===== config.mk =====
export PLATFORM = sky130hd
export DESIGN_NAME = eqws_top
export DESIGN_NICKNAME = d
export VERILOG_FILES = /design/src/pkg/eqws_pkg.sv /design/src/hw/eqws_be_sched.sv /design/src/hw/eqws_top.sv
export SDC_FILE = /design/constraint.sdc
export NUM_CORES = 1
export LEC_CHECK = 0
export BUFFER_PORTS_ARGS = -buffer_cell sky130_fd_sc_hd__buf_2
export CAP_MARGIN = 5
export CORE_MARGIN = 1.5
export CORE_UTILIZATION = 45
export DETAILED_ROUTE_END_ITERATION = 16
export PLACE_DENSITY = 0.7
export SLEW_MARGIN = 20
export SYNTH_ARGS = -nofsm -noshare
export SYNTH_HDL_FRONTEND = slang
export SYNTH_SLANG_ARGS = --single-unit
export TNS_END_PERCENT = 5

===== constraint.sdc =====
create_clock -name ref_clk_i -period 3.8 [get_ports ref_clk_i]
set_input_delay 0.19 -clock ref_clk_i [delete_from_list [all_inputs] [get_ports ref_clk_i]]
set_output_delay 0.19 -clock ref_clk_i [all_outputs]
set_load 0.01 [all_outputs]

===== src/pkg/eqws_pkg.sv =====
package eqws_pkg;

  // ---------------------------------------------------------------------------
  // Register page and offsets
  // ---------------------------------------------------------------------------
  localparam logic [7:0] EQWS_PAGE          = 8'h30;
  localparam logic [7:0] EQWS_OFF_MODE      = 8'h80;
  localparam logic [7:0] EQWS_OFF_WEIGHT0   = 8'h81;
  localparam logic [7:0] EQWS_OFF_C4_LO     = 8'h85;
  localparam logic [7:0] EQWS_OFF_C4_HI     = 8'h86;

  // ---------------------------------------------------------------------------
  // Field positions and widths
  // ---------------------------------------------------------------------------
  localparam int         EQWS_MODE_LSB      = 0;
  localparam int         EQWS_MODE_W        = 2;
  localparam int         EQWS_C4_STRICT_BIT = 0;
  localparam int         EQWS_NUM_BE        = 4;
  localparam int         EQWS_WEIGHT_W      = 8;
  localparam int         EQWS_QID_W         = 3;

  // ---------------------------------------------------------------------------
  // Values after reset
  // ---------------------------------------------------------------------------
  localparam logic [7:0] EQWS_RST_MODE_REG  = 8'h00;
  localparam logic [7:0] EQWS_RST_WEIGHT0   = 8'h01;
  localparam logic [7:0] EQWS_RST_WEIGHT1   = 8'h02;
  localparam logic [7:0] EQWS_RST_WEIGHT2   = 8'h04;
  localparam logic [7:0] EQWS_RST_WEIGHT3   = 8'h08;
  localparam logic       EQWS_RST_C4_STRICT = 1'b1;
  localparam logic [7:0] EQWS_RST_C4_RATIO  = 8'h01;

  // ---------------------------------------------------------------------------
  // Queue identifiers of the two time sensitive classes
  // ---------------------------------------------------------------------------
  localparam logic [2:0] EQWS_QID_C4        = 3'h4;
  localparam logic [2:0] EQWS_QID_C5        = 3'h5;

  typedef enum logic [1:0] {
    EQWS_MODE_ALL_WRR  = 2'h0,
    EQWS_MODE_Q3_SP    = 2'h1,
    EQWS_MODE_Q32_SP   = 2'h2,
    EQWS_MODE_ALL_SP   = 2'h3
  } eqws_mode_e;

  // Strict-priority mask of the best-effort queues for a given mode.
  function automatic logic [3:0] eqws_strict_mask(input logic [1:0] mode);
    logic [3:0] m;
    m = 4'h0;
    case (mode)
      EQWS_MODE_ALL_WRR: m = 4'h0;
      EQWS_MODE_Q3_SP:   m = 4'h8;
      EQWS_MODE_Q32_SP:  m = 4'hc;
      EQWS_MODE_ALL_SP:  m = 4'hf;
      default:           m = 4'h0;
    endcase
    return m;
  endfunction

endpackage


===== src/hw/eqws_be_sched.sv =====
module eqws_be_sched #(
  parameter int NQ = 4,
  parameter int WW = 8
) (
  // Clock and reset
  input  wire logic                   clk_i,
  input  wire logic                   nrst_i,
  // Queue state and configuration
  input  wire logic [NQ-1:0]          nonempty_i,
  input  wire logic [NQ-1:0]          strict_i,
  input  wire logic [NQ*WW-1:0]       weights_i,
  // Pick and consume
  input  wire logic                   take_i,
  output logic                        pick_valid_o,
  output logic [$clog2(NQ)-1:0]       pick_q_o
);

  localparam int QW = $clog2(NQ);

  if (NQ < 2 || (1 << QW) != NQ) begin : g_chk
    $error("eqws_be_sched: NQ must be a power of two of at least 2");
  end

  logic [WW-1:0] credit_q [NQ];
  logic [QW-1:0] ptr_q;
  logic [NQ-1:0] sp_set;
  logic [NQ-1:0] wrr_set;
  logic [NQ-1:0] has_credit;
  logic [NQ-1:0] elig;
  logic          reload;
  logic          sp_hit;
  logic [QW-1:0] sp_q;
  logic          wrr_hit;
  logic [QW-1:0] wrr_q;

  assign sp_set  = nonempty_i & strict_i;
  assign wrr_set = nonempty_i & ~strict_i;

  for (genvar g = 0; g < NQ; g++) begin : g_cred
    assign has_credit[g] = credit_q[g] != '0;
  end

  assign reload = ((wrr_set & has_credit) == '0) && (wrr_set != '0);
  assign elig   = reload ? wrr_set : (wrr_set & has_credit);

  always_comb begin
    sp_hit = 1'b0;
    sp_q   = '0;
    for (int i = 0; i < NQ; i++) begin
      if (sp_set[i]) begin
        sp_hit = 1'b1;
        sp_q   = QW'(i);
      end
    end
  end

  always_comb begin
    logic [QW-1:0] idx;
    idx     = '0;
    wrr_hit = 1'b0;
    wrr_q   = '0;
    for (int k = 0; k < NQ; k++) begin
      idx = QW'(int'(ptr_q) + k);
      if (!wrr_hit && elig[idx]) begin
        wrr_hit = 1'b1;
        wrr_q   = idx;
      end
    end
  end

  assign pick_valid_o = sp_hit | wrr_hit;
  assign pick_q_o     = sp_hit ? sp_q : wrr_q;

  // The pointer stays on the served queue so it spends its whole credit in a burst.
  // packets per round
  for (genvar g = 0; g < NQ; g++) begin : g_upd
    always_ff @(posedge clk_i or negedge nrst_i) begin
      if (!nrst_i) begin
        credit_q[g] <= '0;
      end else if (take_i && !sp_hit && wrr_hit) begin
        if (wrr_q == QW'(g)) begin
          credit_q[g] <= (reload ? weights_i[g*WW +: WW] : credit_q[g]) - WW'(1);
        end else if (reload) begin
          credit_q[g] <= weights_i[g*WW +: WW];
        end
      end
    end
  end

  always_ff @(posedge clk_i or negedge nrst_i) begin
    if (!nrst_i) begin
      ptr_q <= '0;
    end else if (take_i && !sp_hit && wrr_hit) begin
      ptr_q <= wrr_q;
    end
  end

endmodule


===== src/hw/eqws_top.sv =====
module eqws_top
  import eqws_pkg::*;
(
  // Clock and reset
  input  wire logic                        ref_clk_i,
  input  wire logic                        nrst_i,
  // Paged register port
  input  wire logic [7:0]                  reg_page_i,
  input  wire logic [7:0]                  reg_addr_i,
  input  wire logic                        reg_wr_i,
  input  wire logic                        reg_rd_i,
  input  wire logic [7:0]                  reg_wdata_i,
  output logic      [7:0]                  reg_rdata_o,
  // Queue state
  input  wire logic [5:0]                  q_nonempty_i,
  // Transmit side
  input  wire logic                        tx_req_i,
  output logic                             sel_done_o,
  output logic                             sel_hit_o,
  output logic      [eqws_pkg::EQWS_QID_W-1:0] sel_qid_o
);
  import eqws_pkg::*;

  localparam int NB = EQWS_NUM_BE;
  localparam int WW = EQWS_WEIGHT_W;

  // ---------------------------------------------------------------------------
  // Registers
  // ---------------------------------------------------------------------------
  logic [7:0]      mode_reg_q;
  logic [WW-1:0]   weight_q [NB];
  logic            c4_strict_q;
  logic [7:0]      c4_ratio_q;
  logic [7:0]      c4_cnt_q;

  logic            page_hit;
  logic            wr_mode;
  logic            wr_c4_lo;
  logic            wr_c4_hi;
  logic [NB-1:0]   wr_weight;
  logic [NB*WW-1:0] weights_flat;
  logic [7:0]      rd_mux;

  assign page_hit = reg_page_i == EQWS_PAGE;
  assign wr_mode  = reg_wr_i && page_hit && (reg_addr_i == EQWS_OFF_MODE);
  assign wr_c4_lo = reg_wr_i && page_hit && (reg_addr_i == EQWS_OFF_C4_LO);
  assign wr_c4_hi = reg_wr_i && page_hit && (reg_addr_i == EQWS_OFF_C4_HI);

  function automatic logic [WW-1:0] weight_rst(input int q);
    logic [WW-1:0] v;
    v = EQWS_RST_WEIGHT0;
    case (q)
      1:       v = EQWS_RST_WEIGHT1;
      2:       v = EQWS_RST_WEIGHT2;
      3:       v = EQWS_RST_WEIGHT3;
      default: v = EQWS_RST_WEIGHT0;
    endcase
    return v;
  endfunction

  for (genvar g = 0; g < NB; g++) begin : g_w
    assign wr_weight[g] = reg_wr_i && page_hit && (reg_addr_i == EQWS_OFF_WEIGHT0 + 8'(g));
    assign weights_flat[g*WW +: WW] = weight_q[g];
    always_ff @(posedge ref_clk_i or negedge nrst_i) begin
      if (!nrst_i) begin
        weight_q[g] <= weight_rst(g);
      end else if (wr_weight[g]) begin
        weight_q[g] <= reg_wdata_i;
      end
    end
  end

  always_ff @(posedge ref_clk_i or negedge nrst_i) begin
    if (!nrst_i) begin
      mode_reg_q <= EQWS_RST_MODE_REG;
    end else if (wr_mode) begin
      mode_reg_q <= reg_wdata_i;
    end
  end

  always_ff @(posedge ref_clk_i or negedge nrst_i) begin
    if (!nrst_i) begin
      c4_strict_q <= EQWS_RST_C4_STRICT;
      c4_ratio_q  <= EQWS_RST_C4_RATIO;
    end else begin
      if (wr_c4_hi) begin
        c4_strict_q <= reg_wdata_i[EQWS_C4_STRICT_BIT];
      end
      if (wr_c4_lo) begin
        c4_ratio_q <= reg_wdata_i;
      end
    end
  end

  // ---------------------------------------------------------------------------
  // Register read
  // ---------------------------------------------------------------------------
  always_comb begin
    rd_mux = 8'h00;
    if (page_hit) begin
      case (reg_addr_i)
        EQWS_OFF_MODE:      rd_mux = mode_reg_q;
        EQWS_OFF_WEIGHT0:   rd_mux = weight_q[0];
        EQWS_OFF_WEIGHT0 + 8'h1: rd_mux = weight_q[1];
        EQWS_OFF_WEIGHT0 + 8'h2: rd_mux = weight_q[2];
        EQWS_OFF_WEIGHT0 + 8'h3: rd_mux = weight_q[3];
        EQWS_OFF_C4_LO:     rd_mux = c4_ratio_q;
        EQWS_OFF_C4_HI:     rd_mux = {7'h00, c4_strict_q};
        default:            rd_mux = 8'h00;
      endcase
    end
  end

  always_ff @(posedge ref_clk_i or negedge nrst_i) begin
    if (!nrst_i) begin
      reg_rdata_o <= 8'h00;
    end else if (reg_rd_i) begin
      reg_rdata_o <= rd_mux;
    end
  end

  // ---------------------------------------------------------------------------
  // Best-effort group
  // ---------------------------------------------------------------------------
  logic [1:0]    mode;
  logic [NB-1:0] strict_set;
  logic          be_valid;
  logic [1:0]    be_q;
  logic          be_take;

  assign mode = mode_reg_q[EQWS_MODE_LSB +: EQWS_MODE_W];
  assign strict_set = eqws_strict_mask(mode);

  eqws_be_sched #(
    .NQ (NB),
    .WW (WW)
  ) u_be (
    .clk_i        (ref_clk_i),
    .nrst_i       (nrst_i),
    .nonempty_i   (q_nonempty_i[NB-1:0]),
    .strict_i     (strict_set),
    .weights_i    (weights_flat),
    .take_i       (be_take),
    .pick_valid_o (be_valid),
    .pick_q_o     (be_q)
  );

  // ---------------------------------------------------------------------------
  // Class arbitration
  // ---------------------------------------------------------------------------
  logic c5_pend;
  logic c4_pend;
  logic c4_wins;
  logic pick_c5;
  logic pick_c4;
  logic pick_be;
  logic [EQWS_QID_W-1:0] pick_qid;

  assign c5_pend = q_nonempty_i[5];
  assign c4_pend = q_nonempty_i[4];
  assign c4_wins = c4_strict_q || !be_valid || (c4_cnt_q < c4_ratio_q);
  assign pick_c5 = c5_pend;
  assign pick_c4 = !c5_pend && c4_pend && c4_wins;
  assign pick_be = !c5_pend && !pick_c4 && be_valid;
  assign be_take = tx_req_i && pick_be;
  assign pick_qid = pick_c5 ? EQWS_QID_C5 :
                    pick_c4 ? EQWS_QID_C4 : {1'b0, be_q};

  always_ff @(posedge ref_clk_i or negedge nrst_i) begin
    if (!nrst_i) begin
      c4_cnt_q <= 8'h00;
    end else if (tx_req_i && pick_be) begin
      c4_cnt_q <= 8'h00;
    end else if (tx_req_i && pick_c4 && !c4_strict_q && be_valid) begin
      c4_cnt_q <= c4_cnt_q + 8'h01;
    end
  end

  always_ff @(posedge ref_clk_i or negedge nrst_i) begin
    if (!nrst_i) begin
      sel_done_o <= 1'b0;
      sel_hit_o  <= 1'b0;
      sel_qid_o  <= '0;
    end else begin
      sel_done_o <= tx_req_i;
      if (tx_req_i) begin
        sel_hit_o <= pick_c5 | pick_c4 | pick_be;
        sel_qid_o <= pick_qid;
      end
    end
  end

endmodule


==> metrics.md, run 1 <==
| Metric | Value |
|---|---|
| Outcome | `completed` |
| Area growth syn-to-layout | `11.8%` |
| # rows | `44` |
| HPWL Detailed | `13600 um` |
| Yosys warnings | `0` |
| Slew HR | `24.4%` |
| Placed Area | `7150 sq um` |
| PD cells | `444 nW/um^2` |
| Die Span Y | `125 um` |
| Critical-path cell list | `or4_4 > o21ai_1 > o211ai_1 > or2_1 > or3_1 > a21oi_1 > nand4_2 > a221oi_2 > o22a_1` |
| Crit start category | `flop` |
| Drt drc | `0` |
| Fin crit share | `94.5%` |
| 1st-pass router iterations | `5` |
| Levels on crit path | `9` |
| Crit path DAT | `3890 ps` |
| CP peak stage delay | `640 ps` |
| Largest net degree at the start of global routing | `44` |
| Clock sinks | `104` |
| Post CTS Setup Buffer Count | `0` |
| Reg2Reg Depth | `9` |
| Post-Syn Area per Cell | `9.47 sq um` |
| Register area share after synthesis | `39.0%` |
| Fin. Hold Viols | `0` |
| Worst vdd ir | `0.000309 V` |
| Asr flop ratio synth | `100%` |
| Crit path max-delay cell type | `or2_1` |
| Worst skew pair latency | `360 ps` |
| CP Buf/Inv Count | `0` |
| Maximum clock path buffer count | `2` |
| Crit path capture type | `flop` |
| Endpoints failing setup | `0` |
| Hold crit path type | `input port to flop` |
| Grt met2 use | `39.4%` |
| Synth Flop Type | `dfrtp_1` |
| Vias per cell | `6.40` |
| Pins Over Slew Limit | `0` |
| Req. time, crit path | `4100 ps` |
| PortBufs | `47` |
| GRT Util Overall | `24.4%` |
| Cell Area, Synth | `6700 sq um` |
| Met3 usage | `5.39%` |
| Post-Layout Cell Count | `941` |
| Placed Cells | `923` |
| Yosys reg bits | `104` |
| CTS tree | `built` |
| Leakage power | `0.00316 uW` |
| MaxCap Viol Count | `0` |
| Layout cells sized above 1 | `23.0%` |
| RSZ-0062 raised after global routing | `true` |
| Clock Pin Slew Worst Setup and Hold Paths | `80 ps` |
| Total CTS buffers | `9` |
| Worst R2R Start | `u_be.credit_q[21]$_DFFE_PN0P_` |
| WL/cell | `20.3 um` |
| Cell family with most CP delay | `simple AND/OR/NAND/NOR gates` |
| Drt initial violations | `590` |
| Initial antenna violation count | `0` |
| Vias in the first global route | `5832` |
| Ports | `48` |
| Final Core Density | `51.5%` |
| Final net count | `799` |
| Slew at the pin closest to its max-slew limit | `1130 ps` |
| Critical path endpoint | `u_be.credit_q[14]$_DFFE_PN0P_` |
| Die width | `125 um` |
| DRT antenna net count | `0` |
| Routed via count | `6020` |
| Initial core utilization | `46.1%` |
| Path type of the worst setup path | `flop to flop` |
| Gr busiest metal | `met2` |
| Reg-to-Reg End | `u_be.credit_q[14]$_DFFE_PN0P_` |
| Post-Syn Instances | `707` |
| Fmax | `279 MHz` |
| Hold Slack | `133 ps` |
| Yosys cell types | `81` |
| Final WL | `19100 um` |
| Gpl congestion | `0.989` |
| Root Buffer | `clkbuf_16` |
| Final Cell Area | `7490 sq um` |
| Gr ovfl total | `0` |
| Flop2flop setup slack | `210 ps` |
| PnR Total Power | `3330 uW` |
| Clock Skew | `13.3 ps` |
| Antenna cells | `0` |
| Core ar. | `14500 sq um` |
| Crit-path max FO | `17` |
| Setup crit start | `u_be.credit_q[21]$_DFFE_PN0P_` |
| CTS H-tree depth | `3` |
| Time the worst path needs with I/O delays and setup | `3590 ps` |
| Post-synth EDFFs | `0` |
| First-pass GRT wire length | `30700 um` |
| Syn nets | `754` |
| Die ar. | `15600 sq um` |
| GRT met1 Usage | `32.7%` |
[synthesized netlist by cell type, drive strengths merged (13+ instances only)]
master | number | area (sq um)
dfrtp | 98 | 2450
nand2 | 58 | 218
nor2 | 53 | 201
mux2 | 50 | 563
o21ai | 50 | 250
nor3 | 44 | 246
a22oi | 30 | 225
inv | 28 | 105
nand3 | 27 | 140
mux2i | 26 | 260
clkbuf | 22 | 82.6
a21oi | 17 | 88.8
buf | 16 | 115
nor4 | 16 | 189
or3 | 13 | 81.3
[worst reg2reg max path, delay by kind of cell, from the launching register on]
family / cells / cell delay, ps
compound gates: 5 / 1270
simple gates: 4 / 1830
flops: 1 / 430
[final cells by class]
cell class,instances,area [sq um]
clock buffer,10,229
inverter,28,105
fill,1342,7050
sequential,104,2610
clock inverter,6,75.1
tap,184,230
multi-input combinational,537,3810
timing repair buffer,72,430
[worst min-delay path by stage]
stage,start,end,slack [ps],cells after the start
finish,reg_rd_i,reg_rdata_o[7]$_DFFE_PN0P_,130,2
global route,reg_rd_i,reg_rdata_o[4]$_DFFE_PN0P_,130,2
CTS,reg_rd_i,reg_rdata_o[4]$_DFFE_PN0P_,130,2
detailed placement,nrst_i,u_be.credit_q[24]$_DFFE_PN0P_,220,1
global placement,nrst_i,u_be.credit_q[24]$_DFFE_PN0P_,210,1
floorplan,nrst_i,c4_cnt_q[0]$_DFFE_PN0P_,-110,0
[per-stage QoR]
| stage | setup slack, ps | setup TNS (ps) |
|---|---|---|
| final | 210 | 0 |
| after global routing | -62.0 | -260 |
| after CTS | 270 | 0 |
| after detailed placement | 302 | 0 |
| after global placement | 358 | 0 |
| after floorplan | 486 | 0 |
[cell usage in the layout (no fill, tap or decap), types with 4 or more instances in the layout]
| cell type | synthesis | final |
|---|---|---|
| a21o_1 | 5 | 5 |
| a21oi_1 | 16 | 16 |
| a22oi_1 | 30 | 30 |
| a2bb2oi_1 | 7 | 7 |
| a31oi_1 | 5 | 5 |
| and2_1 | 11 | 11 |
| buf_2 | 8 | 46 |
| buf_4 | 2 | 24 |
| clkbuf_16 | 0 | 9 |
| dfrtp_1 | 98 | 98 |
| dfstp_2 | 6 | 6 |
| ha_1 | 12 | 12 |
| inv_1 | 27 | 27 |
| mux2_2 | 50 | 50 |
| mux2i_1 | 26 | 26 |
| nand2_1 | 58 | 58 |
| nand2b_1 | 7 | 7 |
| nand3_1 | 26 | 25 |
| nand4_1 | 9 | 9 |
| nor2_1 | 52 | 52 |
| nor2b_1 | 5 | 5 |
| nor3_1 | 40 | 40 |
| nor4_1 | 6 | 6 |
| nor4_2 | 7 | 6 |
| nor4_4 | 3 | 4 |
| nor4b_1 | 4 | 4 |
| o211ai_1 | 5 | 5 |
| o21ai_0 | 45 | 45 |
| o21ai_1 | 5 | 5 |
| o21bai_1 | 4 | 4 |
| o221ai_1 | 7 | 7 |
| o2bb2ai_1 | 4 | 4 |
| or3_1 | 13 | 13 |
| xnor2_1 | 12 | 12 |
[sequential cells by signal, indices dropped and copies added, names as in the netlist]
signal / cells
u_be.ptr_q: 2
sel_done_o: 1
weight_q: 32
reg_rdata_o: 8
mode_reg_q: 8
c4_ratio_q: 8
c4_cnt_q: 8
sel_qid_o: 3
u_be.credit_q: 32
c4_strict_q: 1
sel_hit_o: 1
[routing by layer]
metal	up-vias	routed length (um)	part of all wire [%]
met3	40	1410	7.4
met5	-	0	0
met1	2977	8220	43
li1	2721	-	-
met2	282	9030	47
met4	0	454	2.4
[cell families (layout without fill, tap and decap cells)]
kind of cell | after synthesis | in the layout | synth area share, %
AND/OR/NAND/NOR | 268 | 268 | 22.3
AO/OA/AOI/OAI | 167 | 167 | 17.8
flip-flops | 104 | 104 | 39.0
multiplexers | 76 | 76 | 12.3
buffers and inverters | 66 | 116 | 4.52
XOR/XNOR | 14 | 14 | 1.83
adder cells (fa/ha/maj) | 12 | 12 | 2.24
[repair_timing]
item | 4_1_cts | 5_1_grt
hold buffers | 2 | 0
gates resized for setup | 0 | 3
setup endpoints to repair | 0 | 9
hold endpoints to repair | 39 | 0
[where the power goes]
part / internal, uW / total (uW) / switching (uW) / leakage (uW)
registers: 1240 / 1430 / 183 / 0.00130
logic: 371 / 925 / 553 / 0.00171
clock network: 524 / 978 / 454 / 0.000151
Power figures use the tool's default switching activity.
==> run 2: changes to the inputs <==
- CORE_UTILIZATION: 45 -> 61
- PLACE_DENSITY: 0.7 -> 0.89
==> metrics.md, run 2 (synthesis results as in run 1) <==
| Metric | Value |
|---|---|
| Placed Area | `7140 sq um (-0.14%)` |
| First-pass GRT wire length | `31500 um (+2.6%)` |
| CTS H-tree depth | `3 (unchanged)` |
| HPWL Detailed | `13700 um (+1.0%)` |
| Final WL | `19400 um (+1.7%)` |
| Hold crit path type | `input port to flop` |
| Die ar. | `11600 sq um (-26%)` |
| Drt initial violations | `717 (+22%)` |
| Gpl congestion | `0.989 (about the same)` |
| Slew HR | `24.7% (+0.28 points)` |
| Crit path capture type | `flop` |
| Fillers | `783 (-42%)` |
| Reg-to-Reg End | `u_be.credit_q[22]$_DFFE_PN0P_` |
| Register area | `2610 sq um (unchanged)` |
| Area of the multi-input gates | `3810 sq um (+0.16%)` |
| Root Buffer | `clkbuf_8` |
| Clock Pin Slew Worst Setup and Hold Paths | `110 ps (+30 ps)` |
| Most frequent cells in the layout | `98 x dfrtp_1, 58 x nand2_1, 52 x nor2_1` |
| Initial antenna violation count | `0 (unchanged)` |
| Crit-path max FO | `18 (+1)` |
| Crit start category | `flop` |
| Req. time, crit path | `4120 ps (+20 ps)` |
| Path type of the worst setup path | `flop to flop` |
| Largest net degree at the start of global routing | `79 (+80%)` |
| Hold EP | `reg_rdata_o[7]$_DFFE_PN0P_` |
| Pins Over Slew Limit | `0 (unchanged)` |
| Hold path cells | `2 (unchanged)` |
| Final Cell Area | `7400 sq um (-1.2%)` |
| Flop2flop setup slack | `210 ps (about the same)` |
| Commonest non-fill, non-tap cell in the layout | `dfrtp_1` |
| Largest regs | `u_be.credit_q: 32 flops, weight_q: 32 flops` |
| RSZ-0062 raised after global routing | `true` |
| Final Core Density | `68.6% (+17 points)` |
| Worst vdd ir | `0.000467 V (+51%)` |
| Clock Skew | `13.2 ps (-0.132 ps)` |
| Ports | `48 (unchanged)` |
| # rows | `38 (-14%)` |
| WL/cell | `21.5 um (+5.9%)` |
| Layout cells sized above 1 | `23.6% (+0.61 points)` |
| Vias per cell | `6.90 (+7.8%)` |
| Gr ovfl total | `0 (unchanged)` |
| Crit path DAT | `3920 ps (+30 ps)` |
| Initial core utilization | `62.1% (+16 points)` |
| PD cells | `427 nW/um^2 (-4.0%)` |
| 1st-pass router iterations | `6 (+1)` |
| Die Span Y | `108 um (-14%)` |
| Total negative setup slack | `0 ps (unchanged)` |
| Total CTS buffers | `9 (unchanged)` |
| Area growth syn-to-layout | `10.5%` |
| Reg2Reg Depth | `12 (+3)` |
| Routed via count | `6229 (+3.5%)` |
| Drt drc | `0 (unchanged)` |
| Die width | `108 um (-14%)` |
| GRT Util Overall | `35.5% (+11 points)` |
| Vias in the first global route | `6128 (+5.1%)` |
| Fin crit share | `94.5% (about the same)` |
| Core ar. | `10800 sq um (-26%)` |
| Leakage power | `0.00315 uW (-0.37%)` |
| Fin. Hold Viols | `0 (unchanged)` |
| Time the worst path needs with I/O delays and setup | `3590 ps (+2.49 ps)` |
| Slew at the pin closest to its max-slew limit | `1130 ps (-4.27 ps)` |
| Outcome | `completed` |
| PortBufs | `47 (unchanged)` |
| Worst hold start | `reg_rd_i` |
| Antenna cells | `0 (unchanged)` |
| Maximum clock path buffer count | `2 (unchanged)` |
| Final net count | `805 (+0.75%)` |
| Fmax | `278 MHz (about the same)` |
| Worst skew pair latency | `400 ps (+40 ps)` |
| Post CTS Setup Buffer Count | `0 (unchanged)` |
| Clock sinks | `104 (unchanged)` |
| DRT antenna net count | `0 (unchanged)` |
| Worst R2R Start | `u_be.credit_q[2]$_DFFE_PN0P_` |
| CTS tree | `built` |
| Endpoints failing setup | `0 (unchanged)` |
| MaxCap Viol Count | `0 (unchanged)` |
[run 2: worst max-delay path: stages (launching register included)]
cell,delay [ps]
dfrtp_1,500
nor4_4,400
a21boi_1,160
or2_1,290
buf_4,190
nor4_4,300
buf_6,260
mux2i_2,360
ha_1,300
o21ai_0,160
nor3_1,280
nand3_1,130
o211ai_1,160
[run 2: through the flow]
stage | setup slack, ps | total power (uW) | hold WS, ps | std cells
CTS | 155 | 3120 | 65.3 | 903
finish | 208 | 3160 | 74.0 | 903
detailed placement | 197 | 2380 | 369 | 885
floorplan | 486 | 2100 | -106 | 707
global route | 11.2 | 3320 | 100 | 903
global placement | 350 | 2320 | 361 | 885
[run 2: power by group]
part,internal (uW),switching (uW)
Combinational,394,561
Sequential,1240,204
Clock,318,439
[run 2: worst max-delay path by stage]
stage,end,depth (start not counted),start
2_1_floorplan,u_be.credit_q[26]$_DFFE_PN0P_,13,u_be.credit_q[3]$_DFFE_PN0P_
3_3_place_gp,u_be.credit_q[22]$_DFFE_PN0P_,11,u_be.credit_q[3]$_DFFE_PN0P_
3_5_place_dp,u_be.credit_q[22]$_DFFE_PN0P_,11,u_be.credit_q[3]$_DFFE_PN0P_
4_1_cts,u_be.credit_q[22]$_DFFE_PN0P_,11,u_be.credit_q[3]$_DFFE_PN0P_
5_1_grt,u_be.credit_q[6]$_DFFE_PN0P_,9,u_be.credit_q[2]$_DFFE_PN0P_
6_report,u_be.credit_q[22]$_DFFE_PN0P_,12,u_be.credit_q[2]$_DFFE_PN0P_
[run 2: layer usage]
metal / global-route usage (%) / up-vias / wire [um]
li1: - / 2723 / -
met1: 45.5 / 2978 / 7490
met2: 56.8 / 435 / 9310
met3: 6.11 / 93 / 1780
met4: 20.4 / 0 / 852
met5: 0 / - / 0
[run 2: what timing repair did]
action	4_1_cts	5_1_grt
setup endpoints to repair	0	22
hold endpoints to repair	13	0
resized for setup	0	4
hold buffers	2	0
[run 2: layout make-up]
class,count,share of cell area (%)
multi-input combinational,537,51.5
clock buffer,9,1.67
sequential,104,35.3
tap,140,2.37
inverter,28,1.42
timing repair buffer,78,6.53
clock inverter,7,1.20
==> run 3: changes to the inputs <==
- CAP_MARGIN: 5 -> unset
- CORE_MARGIN: 1.5 -> unset
- SKIP_LAST_GASP: unset -> 1
==> metrics.md, run 3 (synthesis results as in run 1) <==
| Metric | Value |
|---|---|
| Initial antenna violation count | `0 (unchanged)` |
| Leakage power | `0.00313 uW (-0.44%)` |
| Final net count | `799 (-0.75%)` |
| 1st-pass router iterations | `6 (unchanged)` |
| DRT antenna net count | `0 (unchanged)` |
| Die ar. | `11400 sq um (-1.8%)` |
| Ports | `48 (unchanged)` |
| Maximum clock path buffer count | `2 (unchanged)` |
| Initial core utilization | `64.0% (+2.0 points)` |
| Drt initial violations | `721 (+0.56%)` |
| Vias per cell | `7.00 (+1.5%)` |
| Slew at the pin closest to its max-slew limit | `1180 ps (+47.5 ps)` |
| Slew HR | `20.9% (-3.8 points)` |
| Clock Pin Slew Worst Setup and Hold Paths | `120 ps (about the same)` |
| Core ar. | `10500 sq um (-3.1%)` |
| GRT Util Overall | `35.8% (+0.30 points)` |
| Crit start category | `flop` |
| First-pass GRT wire length | `31400 um (-0.20%)` |
| Most frequent cells in the layout | `98 x dfrtp_1, 58 x nand2_1, 52 x nor2_1` |
| Slack of the critical path | `137 ps (-71.2 ps)` |
| Pins Over Slew Limit | `0 (unchanged)` |
| Crit path DAT | `4000 ps (+80 ps)` |
| Clock Skew | `17.2 ps (+4.04 ps)` |
| Req. time, crit path | `4130 ps (about the same)` |
| HPWL Detailed | `13600 um (-0.92%)` |
| Gr ovfl total | `0 (unchanged)` |
| Layout cells sized above 1 | `23.1% (-0.47 points)` |
| Total negative setup slack | `0 ps (unchanged)` |
| MaxCap Viol Count | `0 (unchanged)` |
| Drt drc | `0 (unchanged)` |
| Total CTS buffers | `9 (unchanged)` |
| PnR Total Power | `3240 uW (+2.6%)` |
| Vias in the first global route | `6128 (unchanged)` |
| # rows | `37 (-2.6%)` |
| Root Buffer | `clkbuf_8` |
| Worst vdd ir | `0.000395 V (-15%)` |
| Fin crit share | `96.4% (+1.9 points)` |
| Path type of the worst setup path | `flop to flop` |
| PD cells | `440 nW/um^2 (+3.1%)` |
| Dpl ws | `217 ps (+20.2 ps)` |
| CTS H-tree depth | `3 (unchanged)` |
| Clock sinks | `104 (unchanged)` |
| Largest net degree at the start of global routing | `76 (-3.8%)` |
| Final Core Density | `70.4% (+1.8 points)` |
| Post CTS Setup Buffer Count | `0 (unchanged)` |
| Final WL | `19400 um (about the same)` |
| WL/cell | `21.8 um (+1.1%)` |
| PortBufs | `47 (unchanged)` |
| Time the worst path needs with I/O delays and setup | `3660 ps (+71.2 ps)` |
| Hold Slack | `60.0 ps (-14.0 ps)` |
| Outcome | `completed` |
| Area growth syn-to-layout | `9.94%` |
| Antenna cells | `0 (unchanged)` |
| CTS tree | `built` |
| Fin. Hold Viols | `0 (unchanged)` |
| Gpl congestion | `1.01 (+1.9%)` |
| Hold crit path type | `input port to flop` |
| Area of the multi-input gates | `3800 sq um (-0.43%)` |
| Largest regs | `u_be.credit_q: 32 flops, weight_q: 32 flops` |
| RSZ-0062 raised after global routing | `true` |
| Die Span Y | `107 um (-0.93%)` |
| Endpoints failing setup | `0 (unchanged)` |
| Routed via count | `6252 (+0.37%)` |
| Commonest non-fill, non-tap cell in the layout | `dfrtp_1` |
| Fillers | `800 (+2.2%)` |
| Worst skew pair latency | `400 ps (about the same)` |
| Fmax | `273 MHz (-1.9%)` |
| Crit-path max FO | `17 (-1)` |
| Register area | `2610 sq um (unchanged)` |
| Die width | `107 um (-0.93%)` |
| Crit path capture type | `flop` |
==> run 3: cell types whose count changed in the layout (fill, tap and decap cells not counted), moves of 2 or more <==
cell    change
nor4_4      -2
buf_4       -6
nor4_2      +2
inv_8       +2
==> run 3: cell type report <==
| class | count | area share [%] |
|---|---|---|
| clock buffers | 9 | 1.68 |
| clock inverters | 7 | 1.48 |
| inverters | 28 | 1.43 |
| multi-input cells | 537 | 51.6 |
| flip-flops and latches | 104 | 35.4 |
| well taps | 136 | 2.31 |
| repair buffers | 72 | 6.07 |
==> run 3: path summary, 6_finish.rpt <==
check | startpoint | to | slack, ps | depth (start not counted)
min | reg_rd_i | reg_rdata_o[7]$_DFFE_PN0P_ | 60 | 2
min reg2reg | sel_qid_o[2]$_DFFE_PN0P_ | sel_qid_o[2]$_DFFE_PN0P_ | 500 | 2
max reg2reg | u_be.credit_q[3]$_DFFE_PN0P_ | u_be.credit_q[12]$_DFFE_PN0P_ | 140 | 11
max in group asynchronous | nrst_i | c4_ratio_q[0]$_DFFE_PN1P_ | 2520 | 3
max | u_be.credit_q[3]$_DFFE_PN0P_ | u_be.credit_q[12]$_DFFE_PN0P_ | 140 | 11
min in group asynchronous | nrst_i | sel_done_o$_DFF_PN0_ | 370 | 2
==> run 3: power breakdown <==
part | internal [uW] | switching [uW]
Sequential | 1240 | 196
Combinational | 389 | 575
Clock | 387 | 452
Total | 2020 | 1220
==> run 3: worst max-delay path: stages, from the launching register on <==
cell and delay [ps]:
dfrtp_1 460, nor4_2 440, a21boi_1 160, or2_1 300, buf_4 210, nor4_4 310
buf_4 320, mux2i_1 330, ha_1 390, nand4b_2 180, a211oi_1 290, a2bb2oi_1 190
==> run 3: routing by layer <==
metal  vias up  routed length, um  track usage, %
li1       2713                  -               -
met1      3034               7370            46.0
met2       405               9090            56.9
met3       100               2010            8.09
met4         0                967            18.2
met5         -                  0               0
==> run 3: metrics by stage <==
| step | area, sq um | std cells |
|---|---|---|
| 5_1_grt | 7360 | 893 |
| 4_1_cts | 7350 | 893 |
| 6_report | 7360 | 893 |
| 3_3_place_gp | 7100 | 875 |
| 3_5_place_dp | 7100 | 875 |
| 2_1_floorplan | 6700 | 707 |
==> run 3: timing repair <==
item                                   CTS  global route
resized for setup                        0             1
hold buffers                             2             0
endpoints found under the hold margin   35             0
setup endpoints to repair                0             6
